===== src/shared/ppcc_pkg.sv =====
// Constants shared by the port pin configuration logic: register map, field positions,
// reset values and the start-up delay count.
// Assumes a byte-wide data memory space with an 8-bit address.
`default_nettype none

package ppcc_pkg;

  // ==========================================================================
  // Port indices and register map
  localparam int NUM_PORTS = 5;
  localparam int PORT_C = 0;
  localparam int PORT_F = 1;
  localparam int PORT_G = 2;
  localparam int PORT_J = 3;
  localparam int PORT_L = 4;
  // Each port takes four byte addresses: data, configuration, pin input, one unused.
  localparam logic [7:0] PORT_BASE [NUM_PORTS] = '{8'hd8, 8'hd4, 8'hd0, 8'hdc, 8'he0};
  localparam logic [1:0] OFS_DATA = 2'h0;
  localparam logic [1:0] OFS_CFG = 2'h1;
  localparam logic [1:0] OFS_PIN = 2'h2;

  // ==========================================================================
  // Reset values
  localparam logic [7:0] CFG_RESET = 8'h00;
  localparam logic [7:0] DATA_RESET = 8'h00;
  localparam logic [7:0] J_CFG_RESET = 8'hff;
  localparam logic [7:0] J_DATA_RESET = 8'hff;

  // ==========================================================================
  // Port G special bits and alternate pins
  localparam int G_HALT_BIT = 7;
  localparam int G_IDLE_BIT = 6;
  localparam int G_DELAY_BIT = 7;
  localparam int G_ALT_PHASE_BIT = 6;
  localparam int G_OSC_PIN = 7;
  localparam int G_SI_PIN = 6;
  localparam int G_SK_PIN = 5;
  localparam int G_SO_PIN = 4;
  localparam int G_TIO_PIN = 3;
  localparam int G_TCAP_PIN = 2;
  localparam int G_WDOG_PIN = 1;
  localparam int G_INT_PIN = 0;
  localparam logic [7:0] G_SPECIAL_READ_MASK = 8'h3f;

  // ==========================================================================
  // Port L two-wire bus pins and low-voltage input pins
  localparam int L_SDA_PIN = 0;
  localparam int L_SCL_PIN = 1;

  // ==========================================================================
  // Timing
  localparam logic [7:0] HALT_EXIT_DELAY_CYCLES = 8'h20;

endpackage : ppcc_pkg

`default_nettype wire


===== src/shared/ppcc_port_if.sv =====
// Carrier between the port control logic and one 8-bit pad group.
// Assumes both ends run on the core clock.
`default_nettype none

interface ppcc_port_if;
  logic [7:0] cfg;
  logic [7:0] dat;
  logic [7:0] pad_in;
  logic [7:0] pad_out;
  logic [7:0] pad_oe_n;
  logic [7:0] pull_en;
  logic [7:0] pin_val;

  modport ctrl (output cfg, output dat, output pad_in,
                input pad_out, input pad_oe_n, input pull_en, input pin_val);
  modport pads (input cfg, input dat, input pad_in,
                output pad_out, output pad_oe_n, output pull_en, output pin_val);
endinterface : ppcc_port_if

`default_nettype wire


===== src/design/ppcc_port_pads.sv =====
// One 8-bit pad group: turns configuration and data bits into pad drive and pull-up,
// and samples the pad levels.
// Assumes pad inputs are synchronous to the core clock.
`default_nettype none

module ppcc_port_pads (
  // Clock and reset
  input wire logic clk,
  input wire logic rst,
  // Pad group
  ppcc_port_if.pads bus
);

  // ==========================================================================
  // Pad drive
  assign bus.pad_out = bus.dat;
  assign bus.pad_oe_n = ~bus.cfg;
  assign bus.pull_en = ~bus.cfg & bus.dat;

  // ==========================================================================
  // Pin sampling
  always_ff @(posedge clk) begin
    if (rst) begin
      bus.pin_val <= 8'h00;
    end else begin
      bus.pin_val <= bus.pad_in;
    end
  end

endmodule : ppcc_port_pads

`default_nettype wire


===== src/design/ppcc_power_ctl.sv =====
// Low-power mode sequencing: HALT entry and exit with optional start-up delay, IDLE.
// Assumes the core clock keeps running so the exit can be sequenced here.
`default_nettype none

module ppcc_power_ctl (
  // Clock and reset
  input wire logic clk,
  input wire logic rst,
  // Requests and wake sources
  input wire logic halt_req,
  input wire logic idle_req,
  input wire logic wake_event,
  input wire logic idle_exit,
  input wire logic delay_en,
  // Mode status
  output logic halt_mode,
  output logic idle_mode,
  output logic delay_active
);

  typedef enum logic [1:0] {RUN, HALTED, CLK_DELAY} ppcc_power_state_type;

  ppcc_power_state_type state_q;
  logic [7:0] delay_cnt_q;

  // ==========================================================================
  // HALT sequencing
  always_ff @(posedge clk) begin
    if (rst) begin
      state_q <= RUN;
      delay_cnt_q <= 8'h00;
    end else begin
      unique case (state_q)
        RUN: begin
          if (halt_req) begin
            state_q <= HALTED;
          end
        end
        HALTED: begin
          if (wake_event && delay_en) begin
            state_q <= CLK_DELAY;
            delay_cnt_q <= ppcc_pkg::HALT_EXIT_DELAY_CYCLES - 8'h01;
          end else if (wake_event) begin
            state_q <= RUN;
          end
        end
        CLK_DELAY: begin
          if (delay_cnt_q == 8'h00) begin
            state_q <= RUN;
          end else begin
            delay_cnt_q <= delay_cnt_q - 8'h01;
          end
        end
      endcase
    end
  end

  // ==========================================================================
  // IDLE flag; a new request wins over a simultaneous exit.
  always_ff @(posedge clk) begin
    if (rst) begin
      idle_mode <= 1'b0;
    end else if (idle_req) begin
      idle_mode <= 1'b1;
    end else if (idle_exit || wake_event) begin
      idle_mode <= 1'b0;
    end
  end

  assign halt_mode = (state_q != RUN);
  assign delay_active = (state_q == CLK_DELAY);

endmodule : ppcc_power_ctl

`default_nettype wire


===== src/design/ppcc_port_top.sv =====
// Port pin configuration and control for five 8-bit ports (C, F, G, J, L), with the
// Port G special bits, the Port L two-wire and low-voltage roles and wake-up levels.
// Assumes a byte-wide data memory access port and pads synchronous to the core clock.
//
// Functional notes
// - Config and data bits pick pin setup.
// - Each port: config, data, pin registers.
// - Port G data bit 7 enters HALT.
// - Port G data bit 6 enters IDLE.
// - Port G config bit 6: alternate clock phase.
// - G7 config bit adds delay with RC.
// - Port G data bits 6, 7 read zero.
// - Watchdog option overrides Port G pin 1.
// - Crystal option: G7 drives oscillator output.
// - Otherwise G7 input; rising edge wakes HALT.
// - G6 is always a plain input.
// - Port J outputs driven high from reset.
// - L0-L2 low-voltage inputs need option and bus.
// - C, L wake levels; L0 SDA, L1 SCL.
// - Port G pins carry peripheral alternate functions.
// - Watchdog option bit 2 zero enables it.
`default_nettype none

module ppcc_port_top (
  // Clock and reset
  input wire logic CORE_CLK,
  input wire logic RESET,
  // Data memory access
  input wire logic [7:0] MEM_ADDR,
  input wire logic MEM_WR,
  input wire logic MEM_RD,
  input wire logic [7:0] MEM_WDATA,
  output logic [7:0] MEM_RDATA,
  output logic MEM_RD_HIT,
  // Device options
  input wire logic OPT_WATCHDOG_DISABLE,
  input wire logic LOW_VOLTAGE_INPUT_SELECT,
  input wire logic OSC_CRYSTAL_SEL,
  input wire logic OSC_RC_SEL,
  // Port C pads
  input wire logic [7:0] PORT_C_IN,
  output logic [7:0] PORT_C_OUT,
  output logic [7:0] PORT_C_OE_N,
  output logic [7:0] PORT_C_PULLUP,
  // Port F pads
  input wire logic [7:0] PORT_F_IN,
  output logic [7:0] PORT_F_OUT,
  output logic [7:0] PORT_F_OE_N,
  output logic [7:0] PORT_F_PULLUP,
  // Port G pads
  input wire logic [7:0] PORT_G_IN,
  output logic [7:0] PORT_G_OUT,
  output logic [7:0] PORT_G_OE_N,
  output logic [7:0] PORT_G_PULLUP,
  // Port J pads
  input wire logic [7:0] PORT_J_IN,
  output logic [7:0] PORT_J_OUT,
  output logic [7:0] PORT_J_OE_N,
  output logic [7:0] PORT_J_PULLUP,
  // Port L pads
  input wire logic [7:0] PORT_L_IN,
  output logic [7:0] PORT_L_OUT,
  output logic [7:0] PORT_L_OE_N,
  output logic [7:0] PORT_L_PULLUP,
  // Port G peripheral sources
  input wire logic OSCILLATOR_CLOCK_OUT,
  input wire logic SUPERVISOR_FAULT_OUTPUT,
  input wire logic SERIAL_SHIFT_CLOCK_OE,
  input wire logic SERIAL_SHIFT_CLOCK_OUT,
  input wire logic SERIAL_DATA_OE,
  input wire logic SERIAL_DATA_OUT,
  input wire logic TIMER_IO_PIN_OE,
  input wire logic TIMER_IO_PIN_OUT,
  // Port G peripheral sinks
  output logic SERIAL_DATA_IN,
  output logic SERIAL_SHIFT_CLOCK_IN,
  output logic SERIAL_SHIFT_CLOCK_ALT_PHASE,
  output logic TIMER_IO_PIN_IN,
  output logic TIMER_CAPTURE_PIN,
  output logic EXTERNAL_INTERRUPT_INPUT,
  // Two-wire bus on Port L
  input wire logic TWB_ENABLE,
  input wire logic TWB_SDA_DRIVE_LOW,
  input wire logic TWB_SCL_DRIVE_LOW,
  output logic TWB_SDA_IN,
  output logic TWB_SCL_IN,
  output logic [2:0] L_LOW_VOLTAGE_ACTIVE,
  // Wake-up
  output logic [7:0] PORT_C_WAKE_LEVELS,
  output logic [7:0] PORT_L_WAKE_LEVELS,
  input wire logic WAKE_EVENT,
  input wire logic IDLE_EXIT,
  // Power modes
  output logic HALT_MODE,
  output logic IDLE_MODE,
  output logic HALT_EXIT_STARTUP_DELAY
);

  localparam int NP = ppcc_pkg::NUM_PORTS;
  localparam int PG = ppcc_pkg::PORT_G;
  localparam int PL = ppcc_pkg::PORT_L;

  logic [7:0] cfg_q [NP];
  logic [7:0] dat_q [NP];
  logic [7:0] eff_cfg [NP];
  logic [7:0] eff_dat [NP];
  logic [7:0] pad_in [NP];
  logic [7:0] pad_out [NP];
  logic [7:0] pad_oe_n [NP];
  logic [7:0] pull_en [NP];
  logic [7:0] pin_val [NP];
  logic [NP-1:0] port_hit;
  logic [1:0] reg_ofs;
  logic [7:0] rd_d;
  logic rd_hit_d;
  logic halt_wr;
  logic idle_wr;
  logic g7_prev_q;
  logic g7_rise;
  logic rc_clock;
  logic wake_any;

  // ==========================================================================
  // Address decode
  assign reg_ofs = MEM_ADDR[1:0];

  always_comb begin
    for (int i = 0; i < NP; i++) begin
      port_hit[i] = (MEM_ADDR[7:2] == ppcc_pkg::PORT_BASE[i][7:2]) &&
                    (reg_ofs != 2'h3);
    end
  end

  // ==========================================================================
  // Configuration and data registers; Port J comes out of reset driving high.
  always_ff @(posedge CORE_CLK) begin
    for (int i = 0; i < NP; i++) begin
      if (RESET) begin
        cfg_q[i] <= (i == ppcc_pkg::PORT_J) ? ppcc_pkg::J_CFG_RESET
                                            : ppcc_pkg::CFG_RESET;
      end else if (MEM_WR && port_hit[i] && reg_ofs == ppcc_pkg::OFS_CFG) begin
        cfg_q[i] <= MEM_WDATA;
      end
    end
  end

  always_ff @(posedge CORE_CLK) begin
    for (int i = 0; i < NP; i++) begin
      if (RESET) begin
        dat_q[i] <= (i == ppcc_pkg::PORT_J) ? ppcc_pkg::J_DATA_RESET
                                            : ppcc_pkg::DATA_RESET;
      end else if (MEM_WR && port_hit[i] && reg_ofs == ppcc_pkg::OFS_DATA) begin
        dat_q[i] <= MEM_WDATA;
      end
    end
  end

  // ==========================================================================
  // Read port. The answer is registered and appears on the edge after MEM_RD.
  always_comb begin
    rd_d = 8'h00;
    rd_hit_d = 1'b0;
    for (int i = 0; i < NP; i++) begin
      if (port_hit[i]) begin
        rd_hit_d = 1'b1;
        unique case (reg_ofs)
          ppcc_pkg::OFS_DATA: begin
            rd_d = (i == ppcc_pkg::PORT_G) ? (dat_q[i] & ppcc_pkg::G_SPECIAL_READ_MASK)
                                           : dat_q[i];
          end
          ppcc_pkg::OFS_CFG: begin
            rd_d = cfg_q[i];
          end
          default: begin
            rd_d = pin_val[i];
          end
        endcase
      end
    end
  end

  always_ff @(posedge CORE_CLK) begin
    if (RESET) begin
      MEM_RDATA <= 8'h00;
      MEM_RD_HIT <= 1'b0;
    end else if (MEM_RD) begin
      MEM_RDATA <= rd_d;
      MEM_RD_HIT <= rd_hit_d;
    end else begin
      MEM_RD_HIT <= 1'b0;
    end
  end

  // ==========================================================================
  // Effective pin setup: software bits, then the fixed and peripheral overrides.
  always_comb begin
    for (int i = 0; i < NP; i++) begin
      eff_cfg[i] = cfg_q[i];
      eff_dat[i] = dat_q[i];
    end
    eff_cfg[PG][ppcc_pkg::G_SI_PIN] = 1'b0;
    eff_dat[PG][ppcc_pkg::G_SI_PIN] = 1'b0;
    if (OSC_CRYSTAL_SEL) begin
      eff_cfg[PG][ppcc_pkg::G_OSC_PIN] = 1'b1;
      eff_dat[PG][ppcc_pkg::G_OSC_PIN] = OSCILLATOR_CLOCK_OUT;
    end else begin
      eff_cfg[PG][ppcc_pkg::G_OSC_PIN] = 1'b0;
      eff_dat[PG][ppcc_pkg::G_OSC_PIN] = 1'b0;
    end
    // The watchdog pin drives low when quiet and pulls high on a fault.
    if (!OPT_WATCHDOG_DISABLE) begin
      eff_cfg[PG][ppcc_pkg::G_WDOG_PIN] = ~SUPERVISOR_FAULT_OUTPUT;
      eff_dat[PG][ppcc_pkg::G_WDOG_PIN] = SUPERVISOR_FAULT_OUTPUT;
    end
    // Peripherals take over the level; software keeps the direction.
    if (SERIAL_SHIFT_CLOCK_OE) begin
      eff_dat[PG][ppcc_pkg::G_SK_PIN] = SERIAL_SHIFT_CLOCK_OUT;
    end
    if (SERIAL_DATA_OE) begin
      eff_dat[PG][ppcc_pkg::G_SO_PIN] = SERIAL_DATA_OUT;
    end
    if (TIMER_IO_PIN_OE) begin
      eff_dat[PG][ppcc_pkg::G_TIO_PIN] = TIMER_IO_PIN_OUT;
    end
    // Two-wire bus lines are open drain: drive low or float.
    if (TWB_ENABLE) begin
      eff_cfg[PL][ppcc_pkg::L_SDA_PIN] = TWB_SDA_DRIVE_LOW;
      eff_dat[PL][ppcc_pkg::L_SDA_PIN] = 1'b0;
      eff_cfg[PL][ppcc_pkg::L_SCL_PIN] = TWB_SCL_DRIVE_LOW;
      eff_dat[PL][ppcc_pkg::L_SCL_PIN] = 1'b0;
    end
  end

  // ==========================================================================
  // Pad groups
  assign pad_in[ppcc_pkg::PORT_C] = PORT_C_IN;
  assign pad_in[ppcc_pkg::PORT_F] = PORT_F_IN;
  assign pad_in[ppcc_pkg::PORT_G] = PORT_G_IN;
  assign pad_in[ppcc_pkg::PORT_J] = PORT_J_IN;
  assign pad_in[ppcc_pkg::PORT_L] = PORT_L_IN;

  ppcc_port_if port_bus [NP] ();

  for (genvar g = 0; g < NP; g++) begin : g_port
    assign port_bus[g].cfg = eff_cfg[g];
    assign port_bus[g].dat = eff_dat[g];
    assign port_bus[g].pad_in = pad_in[g];
    assign pad_out[g] = port_bus[g].pad_out;
    assign pad_oe_n[g] = port_bus[g].pad_oe_n;
    assign pull_en[g] = port_bus[g].pull_en;
    assign pin_val[g] = port_bus[g].pin_val;

    ppcc_port_pads u_pads (
      .clk(CORE_CLK),
      .rst(RESET),
      .bus(port_bus[g])
    );
  end

  assign PORT_C_OUT = pad_out[ppcc_pkg::PORT_C];
  assign PORT_C_OE_N = pad_oe_n[ppcc_pkg::PORT_C];
  assign PORT_C_PULLUP = pull_en[ppcc_pkg::PORT_C];
  assign PORT_F_OUT = pad_out[ppcc_pkg::PORT_F];
  assign PORT_F_OE_N = pad_oe_n[ppcc_pkg::PORT_F];
  assign PORT_F_PULLUP = pull_en[ppcc_pkg::PORT_F];
  assign PORT_G_OUT = pad_out[PG];
  assign PORT_G_OE_N = pad_oe_n[PG];
  assign PORT_G_PULLUP = pull_en[PG];
  assign PORT_J_OUT = pad_out[ppcc_pkg::PORT_J];
  assign PORT_J_OE_N = pad_oe_n[ppcc_pkg::PORT_J];
  assign PORT_J_PULLUP = pull_en[ppcc_pkg::PORT_J];
  assign PORT_L_OUT = pad_out[PL];
  assign PORT_L_OE_N = pad_oe_n[PL];
  assign PORT_L_PULLUP = pull_en[PL];

  // ==========================================================================
  // Peripheral inputs and wake-up levels
  assign SERIAL_DATA_IN = pin_val[PG][ppcc_pkg::G_SI_PIN];
  assign SERIAL_SHIFT_CLOCK_IN = pin_val[PG][ppcc_pkg::G_SK_PIN];
  assign TIMER_IO_PIN_IN = pin_val[PG][ppcc_pkg::G_TIO_PIN];
  assign TIMER_CAPTURE_PIN = pin_val[PG][ppcc_pkg::G_TCAP_PIN];
  assign EXTERNAL_INTERRUPT_INPUT = pin_val[PG][ppcc_pkg::G_INT_PIN];
  assign TWB_SDA_IN = pin_val[PL][ppcc_pkg::L_SDA_PIN];
  assign TWB_SCL_IN = pin_val[PL][ppcc_pkg::L_SCL_PIN];
  // Wake enables live outside; software must clear the Port C enables when absent.
  assign PORT_C_WAKE_LEVELS = pin_val[ppcc_pkg::PORT_C];
  assign PORT_L_WAKE_LEVELS = pin_val[PL];
  assign L_LOW_VOLTAGE_ACTIVE = {3{LOW_VOLTAGE_INPUT_SELECT & TWB_ENABLE}};
  assign SERIAL_SHIFT_CLOCK_ALT_PHASE = cfg_q[PG][ppcc_pkg::G_ALT_PHASE_BIT];

  // ==========================================================================
  // Low-power modes
  assign halt_wr = MEM_WR && port_hit[PG] && reg_ofs == ppcc_pkg::OFS_DATA &&
                   MEM_WDATA[ppcc_pkg::G_HALT_BIT];
  assign idle_wr = MEM_WR && port_hit[PG] && reg_ofs == ppcc_pkg::OFS_DATA &&
                   MEM_WDATA[ppcc_pkg::G_IDLE_BIT];
  assign rc_clock = OSC_RC_SEL && !OSC_CRYSTAL_SEL;

  always_ff @(posedge CORE_CLK) begin
    if (RESET) begin
      g7_prev_q <= 1'b0;
    end else begin
      g7_prev_q <= pin_val[ppcc_pkg::PORT_G][ppcc_pkg::G_OSC_PIN];
    end
  end

  assign g7_rise = !OSC_CRYSTAL_SEL && !g7_prev_q &&
                   pin_val[ppcc_pkg::PORT_G][ppcc_pkg::G_OSC_PIN];
  assign wake_any = WAKE_EVENT || g7_rise;

  ppcc_power_ctl u_power (
    .clk(CORE_CLK),
    .rst(RESET),
    .halt_req(halt_wr),
    .idle_req(idle_wr),
    .wake_event(wake_any),
    .idle_exit(IDLE_EXIT),
    .delay_en(cfg_q[PG][ppcc_pkg::G_DELAY_BIT] && rc_clock),
    .halt_mode(HALT_MODE),
    .idle_mode(IDLE_MODE),
    .delay_active(HALT_EXIT_STARTUP_DELAY)
  );

endmodule : ppcc_port_top

`default_nettype wire


===== config.mk =====
export PLATFORM = sky130hd
export DESIGN_NAME = ppcc_port_top
export DESIGN_NICKNAME = d
export VERILOG_FILES = /design/src/shared/ppcc_pkg.sv /design/src/shared/ppcc_port_if.sv /design/src/design/ppcc_port_pads.sv /design/src/design/ppcc_power_ctl.sv /design/src/design/ppcc_port_top.sv
export SDC_FILE = /design/constraint.sdc
export NUM_CORES = 1
export LEC_CHECK = 0
export BUFFER_PORTS_ARGS = -buffer_cell sky130_fd_sc_hd__buf_2
export CAP_MARGIN = 20
export CORE_MARGIN = 2
export CORE_UTILIZATION = 40
export DETAILED_ROUTE_END_ITERATION = 8
export PLACE_DENSITY = 0.68
export SETUP_SLACK_MARGIN = 0.1
export SYNTH_ARGS = -nofsm -noshare
export SYNTH_HDL_FRONTEND = slang
export SYNTH_HIERARCHICAL = 1
export SYNTH_SLANG_ARGS = --single-unit

===== constraint.sdc =====
create_clock -name CORE_CLK -period 1.7 [get_ports CORE_CLK]
set_input_delay 0.17 -clock CORE_CLK [delete_from_list [all_inputs] [get_ports CORE_CLK]]
set_output_delay 0.17 -clock CORE_CLK [all_outputs]
set_load 0.01 [all_outputs]

==> flow_metrics.tcl, run 1 <==
set metrics [dict create \
    track_usage 0.220 \
    antenna_found_initial 0 \
    grt_pass1_wl_um 32100 \
    synth_ff_type "edfxtp_1" \
    grt_pass1_vias 5845 \
    initial_utilization 0.405 \
    portBuffers 232 \
    synthArstFlopShare 0 \
    vias_per_cell 4.89 \
    io-pin-count 236 \
    hpwlAfterDp_um 16100 \
    gr-total-overflow 0 \
    crit_type "reg2reg" \
    area_delta_synth_final_pct 37.8 \
    reg2reg_depth 4 \
    path_max_fanout 2 \
    required_ns 2.01 \
    fin_ws_ns -0.0718 \
    core_sq_mm 0.0178 \
    drv_slew 0 \
    cellPowerDensity_mw_per_mm2 882 \
    vias 5983 \
    min_from "PORT_J_IN[3]" \
    synthDistinctLibCells 53 \
    htree_levels 4 \
    violations "setup timing" \
    rsz0062_at_grt "yes" \
    routedWlPerCell_um 17.4 \
    dpl_cell_area_sq_mm 0.00881 \
    fin_cells 1223 \
    whs_ns 0.0169 \
    final-setup-viol-count 6 \
    min_path_cells 2 \
    cts_sinks 139 \
    fmax_mhz 564 \
    dieHeight_um 138 \
    antenna_cells 0 \
    holdCritPathClass "in2reg" \
    worst_pin_slew_ns 0.669 \
    rows 49 \
    final_area_sq_mm 0.00992 \
    synth_area_sq_mm 0.00720 \
    place_inst 1148 \
    final_core_util 0.558 \
    cts_root_buf "clkbuf_16" \
    grt_max_degree 29 \
    clk_pin_slew_ns 0.06 \
    period_minus_slack_ns 1.77 \
    irDropWorstVdd_mv 0.738 \
    setup.worst_path.end_class "flop" \
    drive_above_1_share 0.416 \
    drc 0 \
    fillerInstances 1575 \
    yosys_warnings 6 \
    synth-seq-cells 139 \
    clockBufferDepth 2 \
    antenna_left 0 \
    die_w_um 138 \
    r2r-end "u_power/state_q[0]$_SDFFE_PP0P_" \
    drt_pre_antenna_iters 5 \
    timing.reg2reg.setup_slack_ns -0.07 \
    cts_tree "built" \
    arrival_ns 2.08 \
    drtIter0Drc 360 \
    holdPathEnd "g_port[3].u_pads/bus.pin_val[3]$_SDFF_PP0_" \
    finClkSkew_ns 0.00815 \
    syn-mean-instance-area_sq_um 10.5 \
    ys_seq_area_frac 0.495 \
    dp_slack_ns -0.0670 \
    syn_inst 687 \
    clock_latency_ns 0.43 \
    status "finished, violations left" \
    cap_violations 0 \
    hold_viol_final 0 \
    fin_nets 1063 \
    dieArea_sq_mm 0.0191 \
    wirelength_um 21300 \
    globalplace.congestion 0.944 \
    p_leak_nw 4.48 \
    cts_made_buffers 17 \
    synth-edff-count 78 \
    fin_crit_sh 1.04 \
    start_kind "flop" \
    r2r_start "u_power/delay_cnt_q[5]$_SDFFE_PP0P_" \
    max_slew_margin 0.552 \
]
worst max path at each step:
stage	from	to	slack, ns	depth (start not counted)
CTS	u_power/delay_cnt_q[5]$_SDFFE_PP0P_	u_power/state_q[0]$_SDFFE_PP0P_	-0.07	4
global placement	u_power/delay_cnt_q[5]$_SDFFE_PP0P_	u_power/state_q[0]$_SDFFE_PP0P_	-0.05	4
detailed placement	u_power/delay_cnt_q[5]$_SDFFE_PP0P_	u_power/state_q[0]$_SDFFE_PP0P_	-0.07	4
floorplan	u_power/delay_cnt_q[5]$_SDFFE_PP0P_	u_power/state_q[0]$_SDFFE_PP0P_	-0.06	4
finish	u_power/delay_cnt_q[5]$_SDFFE_PP0P_	u_power/state_q[0]$_SDFFE_PP0P_	-0.07	4
global route	cfg_q[2][7]$_SDFFCE_PN0P_	u_power/delay_cnt_q[7]$_SDFFE_PP0P_	-0.13	7
report_power, final:
group | switching (W) | internal (W) | leakage, nW | total [W]
registers | 0.000123 | 0.00371 | 1.26 | 0.00383
logic | 0.000596 | 0.000574 | 2.93 | 0.00117
clock network | 0.00146 | 0.00229 | 0.296 | 0.00375
total | 0.00217 | 0.00657 | 4.48 | 0.00874
stage by stage:
step / TNS (ns) / power [W]
floorplan: -0.229 / 0.00449
global placement: -0.0961 / 0.00498
detailed placement: -0.462 / 0.00499
CTS: -0.214 / 0.00878
global route: -0.707 / 0.00905
finish: -0.203 / 0.00874
per-layer routing:
layer / vias up / global-route usage / share of wire / routed length [um]
met1: 2853 / 0.258 / 0.40 / 8610
li1: 2894 / - / - / -
met3: 46 / 0.0558 / 0.054 / 1160
met2: 190 / 0.380 / 0.50 / 10700
met5: - / 0 / 0 / 0
met4: 0 / 0.101 / 0.037 / 791
cell usage in the layout (no fill, tap or decap), types with 7 or more instances in the layout:
master and instances:
a21o_1 9, a31oi_1 10, a32o_1 8, and2_1 69, buf_2 232, buf_4 63, clkbuf_16 17, dfxtp_1 55
dlygate4sd3_1 37, edfxtp_1 78, inv_1 44, mux2_2 28, mux2i_1 41, nand2_1 42, nor2_1 20, nor2b_1 86
o21ai_0 22, o21bai_2 7, or2_1 8, or2_2 10, or3_1 11
synthesized netlist by cell type, types with 3 or more instances:
library cell  count  area [sq um]
buf_2             8          40.0
clkbuf_1         12          45.0
or3_1            13          81.3
mux2i_1          41           410
nand2_1          42           158
o21bai_1          9          67.6
nor3_2            4          40.0
or2_2            10          62.6
dfxtp_1          61          1220
a31oi_1          11          68.8
a21o_1            9          67.6
a32o_1            8          80.1
nand4_1           3          18.8
o21ai_0          24           120
buf_4            44           330
nand2b_1          3          18.8
ha_1              5          62.6
nor2_1           21          78.8
inv_1            49           184
mux2_2           28           315
edfxtp_1         78          2340
or2_1             8          50.1
nor2b_1          87           544
and2_1           69           432
what timing repair did:
item                                    CTS  global route
gates cloned                              1             0
hold buffers                             37             0
endpoints found under the setup margin    9            11
endpoints found under the hold margin    37             0
gates resized for setup                  17            13
pin swaps                                 7             9
setup buffers                             2             3
cell type report:
cell class / instances / area (sq um) / area share
sequential: 139 / 3580 / 0.361
clock buffer: 20 / 467 / 0.0471
multi-input combinational: 436 / 3160 / 0.319
tap: 229 / 287 / 0.0289
timing repair buffer: 338 / 2110 / 0.212
clock inverter: 12 / 135 / 0.0136
inverter: 49 / 186 / 0.0188
flip-flops by register name (all words and copies together), names as in the netlist:
register                   count
cfg_q                         40
g_port.u_pads/bus.pin_val     40
dat_q                         38
MEM_RDATA                      8
u_power/delay_cnt_q            8
u_power/state_q                2
MEM_RD_HIT                     1
g7_prev_q                      1
u_power/idle_mode              1
logic make-up (layout without fill, tap and decap cells):
family                     count (synthesis)  in the layout  share of synthesized area
and+or+nand+nor                          280            280                      0.234
buffers and inverters                    115            419                     0.0864
DFF                                      139            139                      0.495
other                                      1              4                   0.000521
adders and majority gates                  5              5                    0.00869
AOI/OAI and AO/OA                         77             77                     0.0732
muxes                                     70             70                      0.102
critical path: stages, from the launching register on:
cell and delay, ns:
dfxtp_2 0.31, or4_4 0.55, nor4b_4 0.25, o221a_2 0.25, mux2_4 0.30
Power figures use the tool's default switching activity.
==> run 2: changes to the inputs <==
CORE_UTILIZATION = 45   (was 40)
PLACE_DENSITY = 0.75   (was 0.68)
==> flow_metrics.tcl, run 2 (same netlist as run 1, synthesis figures left out) <==
set metrics [dict create \
    cts_made_buffers 17 \
    io-pin-count 236 \
    portBuffers 232 \
    hpwlAfterDp_um 15000 \
    antenna_cells 0 \
    area_delta_synth_final_pct 37.4 \
    final_cell_mix "buf_2, nor2b_1, edfxtp_1" \
    p_leak_nw 4.47 \
    required_ns 2.01 \
    path_max_fanout 2 \
    drc 0 \
    cts_tree "built" \
    drive_above_1_share 0.404 \
    fmax_mhz 568 \
    hold_viol_final 0 \
    fin_ws_ns -0.0596 \
    antenna_left 0 \
    r2r_start "u_power/delay_cnt_q[5]$_SDFFE_PP0P_" \
    cts_root_buf "clkbuf_16" \
    clock_latency_ns 0.42 \
    grt_max_degree 35 \
    worst_pin_slew_ns 0.514 \
    fin_nets 1069 \
    drv_slew 0 \
    final-setup-viol-count 3 \
    dieArea_sq_mm 0.0170 \
    r2r-end "u_power/state_q[0]$_SDFFE_PP0P_" \
    dp_slack_ns -0.0955 \
    min_path_cells 4 \
    final_common_cell "buf_2" \
    gr-total-overflow 0 \
    cts_sinks 139 \
    crit_type "reg2reg" \
    reg2reg_depth 4 \
    drtIter0Drc 441 \
    dpl_cell_area_sq_mm 0.00881 \
    dieHeight_um 130 \
    holdCritPathClass "in2reg" \
    status "finished, violations left" \
    cap_violations 0 \
    min_from "IDLE_EXIT" \
    finClkSkew_ns 0.00852 \
    die_w_um 130 \
    core_sq_mm 0.0158 \
    rows 46 \
    antenna_found_initial 0 \
    period_minus_slack_ns 1.76 \
    grt_pass1_vias 5713 \
    timing.reg2reg.setup_slack_ns -0.06 \
    setup.worst_path.end_class "flop" \
    cellPowerDensity_mw_per_mm2 858 \
    holdPathEnd "u_power/idle_mode$_SDFFE_PP0P_" \
    vias_per_cell 4.96 \
    arrival_ns 2.07 \
    fin_setup_tns_ns -0.0789 \
    drt_pre_antenna_iters 5 \
    routedWlPerCell_um 17.1 \
    track_usage 0.244 \
    clk_pin_slew_ns 0.06 \
    start_kind "flop" \
    violations "setup timing" \
    irDropWorstVdd_mv 0.726 \
    top_regs "cfg_q: 40 flops, g_port.u_pads/bus.pin_val: 40 flops, dat_q: 38 flops" \
    wirelength_um 20800 \
    htree_levels 4 \
    grt_pass1_wl_um 30600 \
    initial_utilization 0.456 \
    vias 6034 \
    rsz0062_at_grt "yes" \
    max_slew_margin 0.656 \
    whs_ns 0.0755 \
    globalplace.congestion 0.979 \
    final_area_sq_mm 0.00989 \
    fin_crit_sh 1.04 \
    clockBufferDepth 2 \
]
[run 2: cell types whose count changed in the layout (fill, tap and decap cells not counted), moves of 3 or more]
| cell | before | now |
|---|---|---|
| buf_4 | 63 | 66 |
| dfxtp_1 | 55 | 58 |
| dlygate4sd3_1 | 37 | 40 |
| inv_6 | 4 | 1 |
[run 2: per-stage QoR]
stage	std cells	total power, W	util
final	1216	0.00849	0.627
after global routing	1216	0.00879	0.627
after CTS	1214	0.00850	0.625
after detailed placement	1136	0.00498	0.559
after global placement	1136	0.00497	0.559
after floorplan	690	0.00449	-
[run 2: cell type report]
cell class                      instances  area, sq um
Inverter                               49          184
Fill cell                            1273         5880
Tap cell                              216          270
Sequential cell                       139         3570
Clock buffer                           21          460
Multi-Input combinational cell        437         3150
Clock inverter                         11         95.1
Timing Repair Buffer                  343         2160
[run 2: timing repair]
| action | CTS | global route |
|---|---|---|
| pin swaps | 8 | 2 |
| gates resized for setup | 11 | 4 |
| endpoints found under the hold margin | 40 | 0 |
| endpoints found under the setup margin | 10 | 13 |
| buffers inserted | 5 | 2 |
| cloned | 1 | 0 |
| hold buffers | 40 | 0 |
[run 2: worst max path at each step]
| stage | start | cells past startpoint | end | slack [ns] |
|---|---|---|---|---|
| 2_1_floorplan | u_power/delay_cnt_q[5]$_SDFFE_PP0P_ | 4 | u_power/state_q[0]$_SDFFE_PP0P_ | -0.06 |
| 3_3_place_gp | MEM_ADDR[0] | 8 | MEM_RDATA[4]$_SDFFE_PP0P_ | -0.08 |
| 3_5_place_dp | MEM_ADDR[0] | 8 | MEM_RDATA[7]$_SDFFE_PP0P_ | -0.1 |
| 4_1_cts | u_power/delay_cnt_q[5]$_SDFFE_PP0P_ | 4 | u_power/state_q[0]$_SDFFE_PP0P_ | -0.07 |
| 5_1_grt | u_power/delay_cnt_q[5]$_SDFFE_PP0P_ | 4 | u_power/state_q[0]$_SDFFE_PP0P_ | -0.12 |
| 6_report | u_power/delay_cnt_q[5]$_SDFFE_PP0P_ | 4 | u_power/state_q[0]$_SDFFE_PP0P_ | -0.06 |
[run 2: report_power, final]
group | internal, W | switching (W)
sequential | 0.00371 | 0.000119
clock | 0.00208 | 0.00140
combinational | 0.000587 | 0.000603
total | 0.00637 | 0.00212
[run 2: worst max-delay path, cell delays in order, from the launching register on]
cell and delay [ns]:
dfxtp_1 0.31, or4_4 0.56, nor4b_4 0.24, o221a_2 0.25, mux2_4 0.29
[run 2: layer usage]
layer	GRT usage	up-vias	share of wire
met3	0.0476	42	0.065
met1	0.305	2821	0.41
met2	0.414	273	0.50
li1	-	2898	-
met4	0.108	0	0.027
met5	0	-	0
